File: src/common/ssc_map.vh
// Constants for the serial channel
// Functional notes
// RTS low when ready, high on receive start
// Internal clock disables the RTS function
// Shutdown with cutoff floats clock, RTS, receive pins
// External clock idles until enable, data, CTS
// Polarity picks launch and sample edges, idle
// Shift clock only from transmitter, dummy data out
// Internal clock starts on enable plus buffer data
// Peer clocks only after enable and dummy load
// Word completing while buffer full sets overrun
// Overrun leaves receive interrupt request unchanged
// Controller writes one dummy per received word
// External receive needs both enables, buffer data
// Deselect condition output, wait before condition request; the channel has no deselect output or wait
// Smart-card source plus error output raise transmit request
// Clean receive sets buffer full and request
`ifndef SSC_MAP_VH
`define SSC_MAP_VH
`define SSC_DATA_BITS    8
`define SSC_CLK_HZ       200000000
`define SSC_SHIFT_HZ     1000000
`define SSC_DIV_COUNT    (`SSC_CLK_HZ / (2 * `SSC_SHIFT_HZ))
`define SSC_POL_FALL_TX  1'b0
`define SSC_POL_RISE_TX  1'b1
`define SSC_ST_IDLE      2'h0
`define SSC_ST_SHIFT     2'h1
`endif

File: src/hdl/ssc_sync2.v
// Two-flop synchroniser for inputs from outside the clock domain
`timescale 1ns/1ps
module ssc_sync2 (
  // Clock and reset
  input  wire I_CLK,
  input  wire I_RESET_N,
  // Data
  input  wire i_async,
  output reg  o_sync
);
  reg meta_q;
  always @(posedge I_CLK or negedge I_RESET_N) begin
    if (!I_RESET_N) begin
      meta_q <= 1'b0;
      o_sync <= 1'b0;
    end else begin
      meta_q <= i_async;
      o_sync <= meta_q;
    end
  end
endmodule

File: src/hdl/ssc_channel.v
// Clock synchronous serial channel with RTS, overrun and special-mode requests
`timescale 1ns/1ps
`include "ssc_map.vh"
module ssc_channel #(
  parameter DW      = `SSC_DATA_BITS,
  parameter DIV_CNT = `SSC_DIV_COUNT
) (
  // Clock and reset
  input  wire          I_CLK,
  input  wire          I_RESET_N,
  // Configuration
  input  wire          I_CLOCK_POLARITY_SELECT,
  input  wire          I_EXTERNAL_CLOCK,
  input  wire          I_RTS_ENABLE,
  input  wire          I_CTS_ENABLE,
  input  wire          I_TRANSMIT_ENABLE,
  input  wire          I_RECEIVE_ENABLE,
  input  wire          I_FORCED_CUTOFF_ENABLE,
  input  wire          I_SMART_CARD_MODE,
  input  wire          I_TRANSMIT_INTERRUPT_SOURCE_SELECT,
  input  wire          I_ERROR_SIGNAL_OUTPUT_ENABLE,
  // Transmit buffer write and status read-clear
  input  wire          I_TX_WRITE,
  input  wire [DW-1:0] I_TX_DATA,
  input  wire          I_RX_READ,
  input  wire          I_RX_IRQ_CLEAR,
  input  wire          I_TX_IRQ_CLEAR,
  // Pins
  input  wire          I_SHUTDOWN_INPUT_N,
  input  wire          I_SERIAL_CLOCK_PIN,
  input  wire          I_SERIAL_RECEIVE_PIN,
  input  wire          I_CLEAR_TO_SEND_N,
  output reg           O_SERIAL_TRANSMIT_PIN,
  output reg           O_SERIAL_CLOCK_PIN,
  output wire          O_SERIAL_CLOCK_OE,
  output reg           O_REQUEST_TO_SEND_N,
  output wire          O_REQUEST_TO_SEND_OE,
  output wire          O_RECEIVE_PIN_CUTOFF,
  // Status
  output wire          O_TRANSMIT_BUFFER_EMPTY_FLAG,
  output reg           O_RECEIVE_BUFFER_FULL_FLAG,
  output reg           O_OVERRUN_ERROR_FLAG,
  output reg  [DW-1:0] O_RECEIVE_BUFFER,
  output reg           O_RX_INTERRUPT_REQUEST_FLAG,
  output reg           O_TX_INTERRUPT_REQUEST_FLAG
);
  localparam CW = 16;
  localparam BW = 4;

  wire sclk_s, rxd_s, cts_n_s, sd_n_s;
  ssc_sync2 u_sclk (.I_CLK(I_CLK), .I_RESET_N(I_RESET_N), .i_async(I_SERIAL_CLOCK_PIN), .o_sync(sclk_s));
  ssc_sync2 u_rxd  (.I_CLK(I_CLK), .I_RESET_N(I_RESET_N), .i_async(I_SERIAL_RECEIVE_PIN), .o_sync(rxd_s));
  ssc_sync2 u_cts  (.I_CLK(I_CLK), .I_RESET_N(I_RESET_N), .i_async(I_CLEAR_TO_SEND_N), .o_sync(cts_n_s));
  ssc_sync2 u_sd   (.I_CLK(I_CLK), .I_RESET_N(I_RESET_N), .i_async(I_SHUTDOWN_INPUT_N), .o_sync(sd_n_s));

  reg          tx_full_q;
  reg [DW-1:0] tx_buf_q;
  reg [DW-1:0] tx_sh_q;
  reg [DW-1:0] rx_sh_q;
  reg [BW-1:0] bit_q;
  reg [1:0]    st_q;
  reg [CW-1:0] div_q;
  reg          sclk_prev_q;
  reg          sce_prev_q;
  reg          int_clk_q;

  wire cutoff     = I_FORCED_CUTOFF_ENABLE & ~sd_n_s;
  wire idle_lvl   = ~I_CLOCK_POLARITY_SELECT;
  wire cts_ok     = ~I_CTS_ENABLE | ~cts_n_s;
  // Start needs the transmitter armed even for receive-only use
  wire start_ok   = I_TRANSMIT_ENABLE & tx_full_q & cts_ok;
  wire ext_ok     = start_ok & I_RECEIVE_ENABLE;
  wire active     = (st_q == `SSC_ST_SHIFT);

  // Internal clock half-period enable
  wire half_tick  = (div_q == DIV_CNT[CW-1:0] - 16'h0001);
  wire clk_now    = I_EXTERNAL_CLOCK ? sclk_s : int_clk_q;
  wire clk_rise   = clk_now & ~sclk_prev_q;
  wire clk_fall   = ~clk_now & sclk_prev_q;
  // Polarity 0: launch on fall, sample on rise; polarity 1 reversed
  wire launch_e   = I_CLOCK_POLARITY_SELECT ? clk_rise : clk_fall;
  wire sample_e   = I_CLOCK_POLARITY_SELECT ? clk_fall : clk_rise;
  wire last_bit   = (bit_q == DW[BW-1:0] - 4'h1);
  wire word_done  = active & sample_e & last_bit;
  wire [DW-1:0] rx_word = {rxd_s, rx_sh_q[DW-1:1]};
  wire overrun    = word_done & O_RECEIVE_BUFFER_FULL_FLAG;

  assign O_TRANSMIT_BUFFER_EMPTY_FLAG = ~tx_full_q;
  assign O_SERIAL_CLOCK_OE    = ~I_EXTERNAL_CLOCK & ~cutoff;
  // RTS has no meaning with an internal clock
  assign O_REQUEST_TO_SEND_OE = I_RTS_ENABLE & I_EXTERNAL_CLOCK & ~cutoff;
  assign O_RECEIVE_PIN_CUTOFF = cutoff;

  always @(posedge I_CLK or negedge I_RESET_N) begin
    if (!I_RESET_N) begin
      div_q       <= 16'h0000;
      int_clk_q   <= 1'b1;
      sclk_prev_q <= 1'b1;
    end else begin
      sclk_prev_q <= clk_now;
      if (I_EXTERNAL_CLOCK || !active) begin
        div_q     <= 16'h0000;
        int_clk_q <= idle_lvl;
      end else if (half_tick) begin
        div_q     <= 16'h0000;
        int_clk_q <= ~int_clk_q;
      end else begin
        div_q     <= div_q + 16'h0001;
      end
    end
  end

  always @(posedge I_CLK or negedge I_RESET_N) begin
    if (!I_RESET_N) begin
      O_SERIAL_CLOCK_PIN <= 1'b1;
    end else begin
      O_SERIAL_CLOCK_PIN <= int_clk_q;
    end
  end

  // Transmit buffer; one dummy per received word keeps the clock going
  always @(posedge I_CLK or negedge I_RESET_N) begin
    if (!I_RESET_N) begin
      tx_full_q <= 1'b0;
      tx_buf_q  <= 8'h00;
    end else begin
      if (I_TX_WRITE) begin
        tx_full_q <= 1'b1;
        tx_buf_q  <= I_TX_DATA;
      end else if (!active && (I_EXTERNAL_CLOCK ? ext_ok : start_ok)) begin
        tx_full_q <= 1'b0;
      end
    end
  end

  always @(posedge I_CLK or negedge I_RESET_N) begin
    if (!I_RESET_N) begin
      st_q                  <= `SSC_ST_IDLE;
      bit_q                 <= 4'h0;
      tx_sh_q               <= 8'h00;
      rx_sh_q               <= 8'h00;
      O_SERIAL_TRANSMIT_PIN <= 1'b1;
      sce_prev_q            <= 1'b0;
    end else begin
      sce_prev_q <= active;
      case (st_q)
        `SSC_ST_IDLE: begin
          bit_q <= 4'h0;
          if (!I_TX_WRITE && (I_EXTERNAL_CLOCK ? ext_ok : start_ok)) begin
            st_q                  <= `SSC_ST_SHIFT;
            tx_sh_q               <= {1'b1, tx_buf_q[DW-1:1]};
            O_SERIAL_TRANSMIT_PIN <= tx_buf_q[0];
          end
        end
        `SSC_ST_SHIFT: begin
          if (sample_e) begin
            rx_sh_q <= rx_word;
            bit_q   <= bit_q + 4'h1;
            if (last_bit) begin
              st_q <= `SSC_ST_IDLE;
            end
          end
          if (launch_e && bit_q != 4'h0) begin
            O_SERIAL_TRANSMIT_PIN <= tx_sh_q[0];
            tx_sh_q               <= {1'b1, tx_sh_q[DW-1:1]};
          end
        end
        default: st_q <= `SSC_ST_IDLE;
      endcase
    end
  end

  // RTS: low while ready, high once a receive begins
  always @(posedge I_CLK or negedge I_RESET_N) begin
    if (!I_RESET_N) begin
      O_REQUEST_TO_SEND_N <= 1'b1;
    end else if (!(I_RTS_ENABLE && I_EXTERNAL_CLOCK)) begin
      O_REQUEST_TO_SEND_N <= 1'b1;
    end else if (active) begin
      O_REQUEST_TO_SEND_N <= 1'b1;
    end else begin
      O_REQUEST_TO_SEND_N <= ~(I_RECEIVE_ENABLE & ~O_RECEIVE_BUFFER_FULL_FLAG);
    end
  end

  // Receive side: set wins over read and clear
  always @(posedge I_CLK or negedge I_RESET_N) begin
    if (!I_RESET_N) begin
      O_RECEIVE_BUFFER_FULL_FLAG  <= 1'b0;
      O_OVERRUN_ERROR_FLAG        <= 1'b0;
      O_RECEIVE_BUFFER            <= 8'h00;
      O_RX_INTERRUPT_REQUEST_FLAG <= 1'b0;
    end else begin
      if (word_done) begin
        O_RECEIVE_BUFFER           <= rx_word;
        O_RECEIVE_BUFFER_FULL_FLAG <= 1'b1;
      end else if (I_RX_READ) begin
        O_RECEIVE_BUFFER_FULL_FLAG <= 1'b0;
      end
      if (overrun) begin
        O_OVERRUN_ERROR_FLAG <= 1'b1;
      end else if (I_RX_READ) begin
        O_OVERRUN_ERROR_FLAG <= 1'b0;
      end
      if (word_done && !overrun) begin
        O_RX_INTERRUPT_REQUEST_FLAG <= 1'b1;
      end else if (I_RX_IRQ_CLEAR) begin
        O_RX_INTERRUPT_REQUEST_FLAG <= 1'b0;
      end
    end
  end

  // Transmit request: end of word, or smart-card source plus error output
  always @(posedge I_CLK or negedge I_RESET_N) begin
    if (!I_RESET_N) begin
      O_TX_INTERRUPT_REQUEST_FLAG <= 1'b0;
    end else if ((sce_prev_q && !active) ||
                 (I_SMART_CARD_MODE && I_TRANSMIT_INTERRUPT_SOURCE_SELECT && I_ERROR_SIGNAL_OUTPUT_ENABLE)) begin
      O_TX_INTERRUPT_REQUEST_FLAG <= 1'b1;
    end else if (I_TX_IRQ_CLEAR) begin
      O_TX_INTERRUPT_REQUEST_FLAG <= 1'b0;
    end
  end
endmodule

File: config.mk
export PLATFORM = sky130hd
export DESIGN_NAME = ssc_channel
export DESIGN_NICKNAME = d
export VERILOG_FILES = /design/src/hdl/ssc_sync2.v /design/src/hdl/ssc_channel.v
export VERILOG_INCLUDE_DIRS = /design/src /design/src/common
export SDC_FILE = /design/constraint.sdc
export NUM_CORES = 1
export LEC_CHECK = 0
export BUFFER_PORTS_ARGS = -buffer_cell sky130_fd_sc_hd__buf_2
export CELL_PAD_IN_SITES_DETAIL_PLACEMENT = 1
export CELL_PAD_IN_SITES_GLOBAL_PLACEMENT = 1
export CORE_MARGIN = 2
export CORE_UTILIZATION = 50
export CTS_BUF_LIST = sky130_fd_sc_hd__clkbuf_4
export DETAILED_ROUTE_END_ITERATION = 12
export PLACE_DENSITY_LB_ADDON = 0.1
export SYNTH_ARGS = -nofsm -noshare
export SYNTH_HDL_FRONTEND = slang
export SYNTH_SLANG_ARGS = --single-unit
File: constraint.sdc
create_clock -name I_CLK -period 3.41 [get_ports I_CLK]
set_input_delay 0.341 -clock I_CLK [delete_from_list [all_inputs] [get_ports I_CLK]]
set_output_delay 0.341 -clock I_CLK [all_outputs]
set_load 0.01 [all_outputs]
==> metrics.csv, run 1 <==
stage;metric;value;unit
outcome;outcome;finished clean;
clock_tree;clock-pin slew on the worst setup and hold paths;0.12;ns
yosys;average footprint of a synthesized cell;12.40;um2
job;max-capacitance violation count;0;
sta;setup-violating endpoint count in the final report;0;
drt;drt wl/cell;15.98;um
yosys;post-synth cell types;41;
global_routing;pin count of the biggest net entering global routing;39;
final_layout;Ant. Diodes;0;
setup_path;Worst R2R Setup Slack;1.16;ns
placement;gpl congestion;0.7840;
placement;placed insts;364;
power;Tot Pwr;2.380;mW
global_routing;first-pass GRT wire length;10.05;mm
yosys;Syn Inst Count;246;
setup_path;critical path's slowest cell;o21ai_1;
setup_path;Worst Setup Start Kind;register;
power;LEAKAGE;1.623;nW
global_routing;initial antenna violation count;0;
sta;crit share post-route;66.08;%
floorplan;initial core utilization;51.50;%
global_routing;GR Util All Layers;20.54;%
setup_path;critical-path cell list;nor4_1, nand3_1, o21ai_1, mux2_2;
setup_path;CP max stage delay;0.91;ns
drt;final antenna-violating net count;0;
sta;RSZ-0062 raised after global routing;no;
drt;number of vias per cell;5.291;
drt;drt total wl;6.154;mm
sta;final hold vios;0;
final_layout;post-synthesis to final-layout area growth;17.23;%
floorplan;Die Y-Extent;82.09;um
clock_tree;Bufs on Longest Clock Path;2;
setup_path;critical-path maximum fanout;17;
global_routing;grt total ovfl;0;
final_layout;post-route cell area;3575;um2
yosys;Syn Nets;277;
final_layout;fin cells;385;
sta;min Tclk post-route;2.253;ns
final_layout;share of post-route cells with drive strength above 1;38.39;%
power;Max rail drop VDD;0.3994;mV
yosys;Ys Warns;0;
final_layout;Fillers;644;
setup_path;critical path type;register to register;
sta;Worst slew margin;22.04;%
global_routing;number of global-route vias before repair;2106;
sta;setup TNS;0;ns
clock_tree;clk_lat worst skew;0.42;ns
drt;via count;2037;
floorplan;row count;28;
yosys;ys flop type;dfrtp_1;
yosys;Synth area leader;dfrtp_1;
floorplan;Core Area;5921;um2
clock_tree;postcts setup bufs;0;
yosys;top cells by area, synth;dfrtp_1 (54%), mux2_2 (15%), dfstp_2 (4.3%), nor2_1 (3.0%), nand3_1 (2.0%);
sta;final setup skew;0.01288;ns
clock_tree;CTS Buf Count;9;
placement;port bufs;46;
floorplan;io pins;47;
final_layout;most frequent cells in the layout;dfrtp_1 (66), buf_2 (46), mux2_2 (40);
clock_tree;Root Driver;clkbuf_4;
drt;drt pass-1 iters;4;
yosys;Post-Syn Area;3049;um2
placement;placed cell areas;3361;um2
floorplan;Die ar.;6739;um2
setup_path;CP endpoint kind;register;
yosys;register bit total from synthesis;71;
clock_tree;CTS tree;built;
sta;Slew Limit Fails;0;
floorplan;Die Span X;82.09;um
sta;worst-margin pin slew;1.162;ns
final_layout;commonest non-fill, non-tap cell in the layout;dfrtp_1;
placement;DP Wirelength;4.369;mm
setup_path;crit path DAT;2.61;ns
yosys;EDFF count, synth;0;
clock_tree;H-tree levels;3;
clock_tree;Sink Count;71;
drt;number of DRC markers in iteration 0;122;
sta;Peak Freq;443.8;MHz
drt;DRC;0;
min_path;worst min-delay path class;input pin to register;
yosys;Seq/Total Area, Yosys;58.47;%
setup_path;Worst EP required;3.77;ns
yosys;ys async rst share;100.0;%
final_layout;NumNets Final;336;
yosys;top-area cell type share of the netlist area;54.16;%
power;PD cells;665.9;nW/um2
## area by class of cell
type | count | area (um2) | area share [%]
Clock buffer | 9 | 67.56 | 1.890
Clock inverter | 7 | 96.34 | 2.695
Inverter | 10 | 37.54 | 1.050
Multi-Input combinational cell | 159 | 1194 | 33.39
Sequential cell | 71 | 1783 | 49.88
Tap cell | 75 | 93.84 | 2.625
Timing Repair Buffer | 54 | 302.8 | 8.470
## worst max-delay path: cells and delay by family (launching register included)
kind | cells | cell delay, ns
mux | 1 | 0.42
simple gates | 2 | 0.39
compound gates | 1 | 0.91
flops | 1 | 0.48
## metrics by stage
step                setup slack, ns  hold slack (ns)  util, %
finish                        1.157          0.05502    60.38
global route                 0.9316          0.02746    60.38
CTS                           1.119        0.0002277    59.87
detailed placement            1.136           0.2796    56.76
global placement              1.199           0.2712    56.76
floorplan                     1.608          0.04541        -
## power breakdown
part | switching [mW] | internal [mW]
logic | 0.296 | 0.311
clock network | 0.312 | 0.300
registers | 0.122 | 1.04
total | 0.730 | 1.65
## cell families (layout without fill, tap and decap cells)
family                   count (synthesis)  count (layout)  share of synthesized area (%)
buffers and inverters                   16              80                          2.380
AO/OA/AOI/OAI                           22              22                          5.130
AND/OR/NAND/NOR                         79              79                          13.54
multiplexers                            44              44                          16.09
adder cells (fa/ha/maj)                  3               3                          1.231
flip-flops                              71              71                          58.47
XOR/XNOR                                11              11                          3.160
## registers in the layout, summed over array words and instances (netlist names), 4 cells and up
| name | flops |
|---|---|
| div_q | 16 |
| O_RECEIVE_BUFFER | 8 |
| tx_buf_q | 8 |
| tx_sh_q | 8 |
| rx_sh_q | 7 |
| bit_q | 4 |
## path summary, 6_finish.rpt
path | start | end | cells past startpoint
worst max-delay path | div_q[2] | int_clk_q | 4
worst min-delay path | I_RECEIVE_ENABLE | O_REQUEST_TO_SEND_N | 2
worst max register to register | div_q[2] | int_clk_q | 4
worst min register to register | u_rxd.meta_q | u_rxd.o_sync | 0
max in group asynchronous | I_RESET_N | int_clk_q | 3
min in group asynchronous | I_RESET_N | tx_buf_q[4] | 2
## Yosys cell counts, drive strengths merged, types with 4 or more instances
master / number
a21oi: 8
buf: 6
dfrtp: 66
dfstp: 5
inv: 10
mux2: 40
mux2i: 4
nand2: 10
nand3: 13
nor2: 24
nor3: 6
nor4: 5
o21ai: 8
or3: 4
xnor2: 5
xor2: 6
## metal layers
metal,vias up,global-route usage (%),wire (um)
met4,0,9.500,134
met3,11,4.565,203
li1,977,-,-
met5,-,0,0
met2,32,33.58,3073
met1,1017,26.12,2743
## timing repair
| item | CTS | global route |
|---|---|---|
| hold endpoints to repair | 13 | 3 |
| hold buffers | 2 | 3 |
| gates resized for setup | 0 | 0 |
(Power assumes the default switching activity.)
==> run 2: changes to the inputs <==
--- a/config.mk
+++ b/config.mk
@@ -6,11 +6,12 @@
 export SDC_FILE = /design/constraint.sdc
 export NUM_CORES = 1
 export LEC_CHECK = 0
+export ABC_AREA = 1
 export BUFFER_PORTS_ARGS = -buffer_cell sky130_fd_sc_hd__buf_2
 export CELL_PAD_IN_SITES_DETAIL_PLACEMENT = 1
 export CELL_PAD_IN_SITES_GLOBAL_PLACEMENT = 1
 export CORE_MARGIN = 2
-export CORE_UTILIZATION = 50
+export CORE_UTILIZATION = 44
 export CTS_BUF_LIST = sky130_fd_sc_hd__clkbuf_4
 export DETAILED_ROUTE_END_ITERATION = 12
 export PLACE_DENSITY_LB_ADDON = 0.1
==> constraint.sdc (replaced) <==
create_clock -name I_CLK -period 2.3 [get_ports I_CLK]
set_input_delay 0.23 -clock I_CLK [delete_from_list [all_inputs] [get_ports I_CLK]]
set_output_delay 0.23 -clock I_CLK [all_outputs]
set_load 0.01 [all_outputs]
==> metrics.csv, run 2 <==
stage;metric;value;unit;change
setup_path;Worst EP required;2.63;ns;was 3.77 ns
clock_tree;Root Driver;clkbuf_4;;unchanged
global_routing;grt total ovfl;0;;unchanged
global_routing;GR Util All Layers;20.55;%;was 20.54%
sta;setup ws final;0.6395;ns;was 1.157 ns
yosys;register bit total from synthesis;71;;unchanged
floorplan;Core Area;7176;um2;was 5921 um2
yosys;Ys Warns;0;;unchanged
drt;via count;2671;;was 2,037
setup_path;critical path type;register to register;;unchanged
clock_tree;clock-pin slew on the worst setup and hold paths;0.13;ns;was 0.12 ns
drt;number of DRC markers in iteration 0;91;;was 122
yosys;ys flop type;dfrtp_1;;unchanged
placement;DP Wirelength;5.194;mm;was 4.369 mm
placement;worst slack, placed;0.6404;ns;was 1.136 ns
setup_path;Worst Setup Start Kind;register;;unchanged
sta;final setup skew;0.01772;ns;was 0.01288 ns
yosys;Post-synth top cells;nand2_1 (111), dfrtp_1 (66), nor2_1 (39);;was dfrtp_1 (66), mux2_2 (40), nor2_1 (24)
power;LEAKAGE;1.946;nW;was 1.623 nW
placement;port bufs;46;;unchanged
global_routing;initial antenna violation count;0;;unchanged
yosys;top-count cell post-synth;nand2_1;;was dfrtp_1
final_layout;commonest non-fill, non-tap cell in the layout;nand2_1;;was dfrtp_1
sta;setup-violating endpoint count in the final report;0;;unchanged
final_layout;Largest Register;div_q;;unchanged
sta;Worst slew margin;74.25;%;was 22.04%
clock_tree;Bufs on Longest Clock Path;2;;unchanged
final_layout;max FFs per register;16;;unchanged
drt;final antenna-violating net count;0;;unchanged
global_routing;number of global-route vias before repair;2683;;was 2,106
drt;drt pass-1 iters;4;;unchanged
sta;setup TNS;0;ns;unchanged
final_layout;NumNets Final;469;;was 336
sta;RSZ-0062 raised after global routing;no;;unchanged
placement;placed cell areas;3561;um2;was 3361 um2
floorplan;initial core utilization;44.76;%;was 51.50%
sta;worst-margin pin slew;0.3862;ns;was 1.162 ns
drt;drt total wl;7.323;mm;was 6.154 mm
min_path;worst min-delay path class;input pin to register;;unchanged
clock_tree;clk_lat worst skew;0.43;ns;was 0.42 ns
job;max-capacitance violation count;0;;unchanged
final_layout;Ant. Diodes;0;;unchanged
sta;Hold Slack;0.02383;ns;was 0.05502 ns
clock_tree;postcts setup bufs;0;;unchanged
final_layout;post-route cell area;3846;um2;was 3575 um2
drt;number of vias per cell;4.928;;was 5.291
yosys;ys async rst share;100.0;%;unchanged
floorplan;Die Span X;89.44;um;was 82.09 um
yosys;Synth area leader;dfrtp_1;;unchanged
yosys;average footprint of a synthesized cell;8.611;um2;was 12.40 um2
yosys;Syn Nets;404;;was 277
yosys;EDFF count, synth;0;;unchanged
yosys;Syn Inst Count;373;;was 246
yosys;Post-Syn Area;3212;um2;was 3049 um2
sta;Slew Limit Fails;0;;unchanged
yosys;top-area cell type share of the netlist area;51.42;%;was 54.16%
clock_tree;PostCTS Resize Cnt;0;;unchanged
yosys;post-synth cell types;30;;was 41
final_layout;post-synthesis to final-layout area growth;19.75;%;was 17.23%
final_layout;most frequent cells in the layout;nand2_1 (111), dfrtp_1 (66), buf_2 (46);;was dfrtp_1 (66), buf_2 (46), mux2_2 (40)
floorplan;io pins;47;;unchanged
setup_path;CP endpoint kind;register;;unchanged
global_routing;first-pass GRT wire length;12.41;mm;was 10.05 mm
clock_tree;H-tree levels;3;;unchanged
clock_tree;CTS Buf Count;9;;unchanged
power;Tot Pwr;3.151;mW;was 2.380 mW
sta;crit share post-route;72.20;%;was 66.08%
clock_tree;CTS tree;built;;unchanged
placement;gpl congestion;0.8201;;was 0.7840
yosys;Seq/Total Area, Yosys;55.51;%;was 58.47%
setup_path;critical-path maximum fanout;13;;was 17
clock_tree;Sink Count;71;;unchanged
sta;Peak Freq;602.2;MHz;was 443.8 MHz
power;Max rail drop VDD;0.3963;mV;was 0.3994 mV
floorplan;row count;31;;was 28
power;PD cells;819.3;nW/um2;was 665.9 nW/um2
sta;final hold vios;0;;unchanged
floorplan;Die Y-Extent;89.44;um;was 82.09 um
outcome;outcome;finished clean;;unchanged
global_routing;pin count of the biggest net entering global routing;72;;was 39
yosys;top cells by area, synth;dfrtp_1 (51%), nand2_1 (13%), nand3_1 (5.0%), nor2_1 (4.6%), dfstp_2 (4.1%);;was dfrtp_1 (54%), mux2_2 (15%), dfstp_2 (4.3%), nor2_1 (3.0%), nand3_1 (2.0%)
sta;min Tclk post-route;1.661;ns;was 2.253 ns
final_layout;share of post-route cells with drive strength above 1;19.19;%;was 38.39%
drt;DRC;0;;unchanged
floorplan;Die ar.;7999;um2;was 6739 um2
setup_path;crit path DAT;1.99;ns;was 2.61 ns
drt;drt wl/cell;13.51;um;was 15.98 um
run 2: cell types whose count changed in the layout (fill, tap and decap cells not counted), moves of 11 or more:
cell	before	now
nand2_1	10	111
nor2_1	24	39
inv_1	10	34
o21ai_0	6	20
nand4_1	3	14
nand3_1	12	32
mux2_2	40	0
run 2: worst paths after layout:
check	from	to	slack, ns	cells past startpoint
max	int_clk_q	O_RECEIVE_BUFFER[4]	0.64	8
min	I_TX_DATA[2]	tx_buf_q[2]	0.02	3
max reg2reg	int_clk_q	O_RECEIVE_BUFFER[4]	0.64	8
min reg2reg	u_rxd.meta_q	u_rxd.o_sync	0.37	0
max in group asynchronous	I_RESET_N	O_SERIAL_TRANSMIT_PIN	1.59	3
min in group asynchronous	I_RESET_N	div_q[12]	0.33	3
run 2: layout make-up:
cell class	count	area, um2
sequential	71	1783
fill	888	3329
timing repair buffer	65	420.4
inverter	36	135.1
multi-input combinational	255	1239
clock buffer	9	67.56
clock inverter	7	77.57
tap	99	123.9
run 2: cell families (layout without fill, tap and decap cells):
logic type / count (synthesis) / in the layout / share of synthesized area (%)
AOI/OAI and AO/OA: 32 / 32 / 5.376
xor gates and xnor gates: 9 / 9 / 2.454
and+or+nand+nor: 211 / 211 / 29.57
buffers and inverters: 47 / 117 / 5.921
DFF: 71 / 71 / 55.51
adders and majority gates: 3 / 3 / 1.169
run 2: metal layers:
| metal | up-vias | track usage, % | part of all wire [%] |
|---|---|---|---|
| li1 | 1326 | - | - |
| met1 | 1287 | 26.00 | 47 |
| met2 | 47 | 34.07 | 47 |
| met3 | 11 | 4.247 | 3.9 |
| met4 | 0 | 8.955 | 1.4 |
| met5 | - | 0 | 0 |
run 2: through the flow:
step / utilization [%] / std cells
2_1_floorplan: - / 373
3_3_place_gp: 49.63 / 512
3_5_place_dp: 49.63 / 512
4_1_cts: 53.60 / 542
5_1_grt: 53.60 / 542
6_report: 53.60 / 542
run 2: worst max-delay path, cell delays in order (launching register included):
cell and delay, ns:
dfstp_2 0.59, nand2_2 0.09, nand2_2 0.08, nand3_2 0.08, nand2_2 0.23, buf_4 0.22, nand3_4 0.13, nand2_1 0.10
nand2_1 0.06
run 2: repair_timing:
action,in CTS,in global routing
setup endpoints to repair,0,0
endpoints found under the hold margin,79,0
hold buffers,14,0
run 2: report_power, final:
part | total, mW | internal, mW | switching [mW] | leakage [nW]
sequential | 1.64 | 1.48 | 0.161 | 0.895
clock | 0.840 | 0.342 | 0.498 | 0.0773
combinational | 0.669 | 0.273 | 0.396 | 0.974
total | 3.15 | 2.10 | 1.06 | 1.95
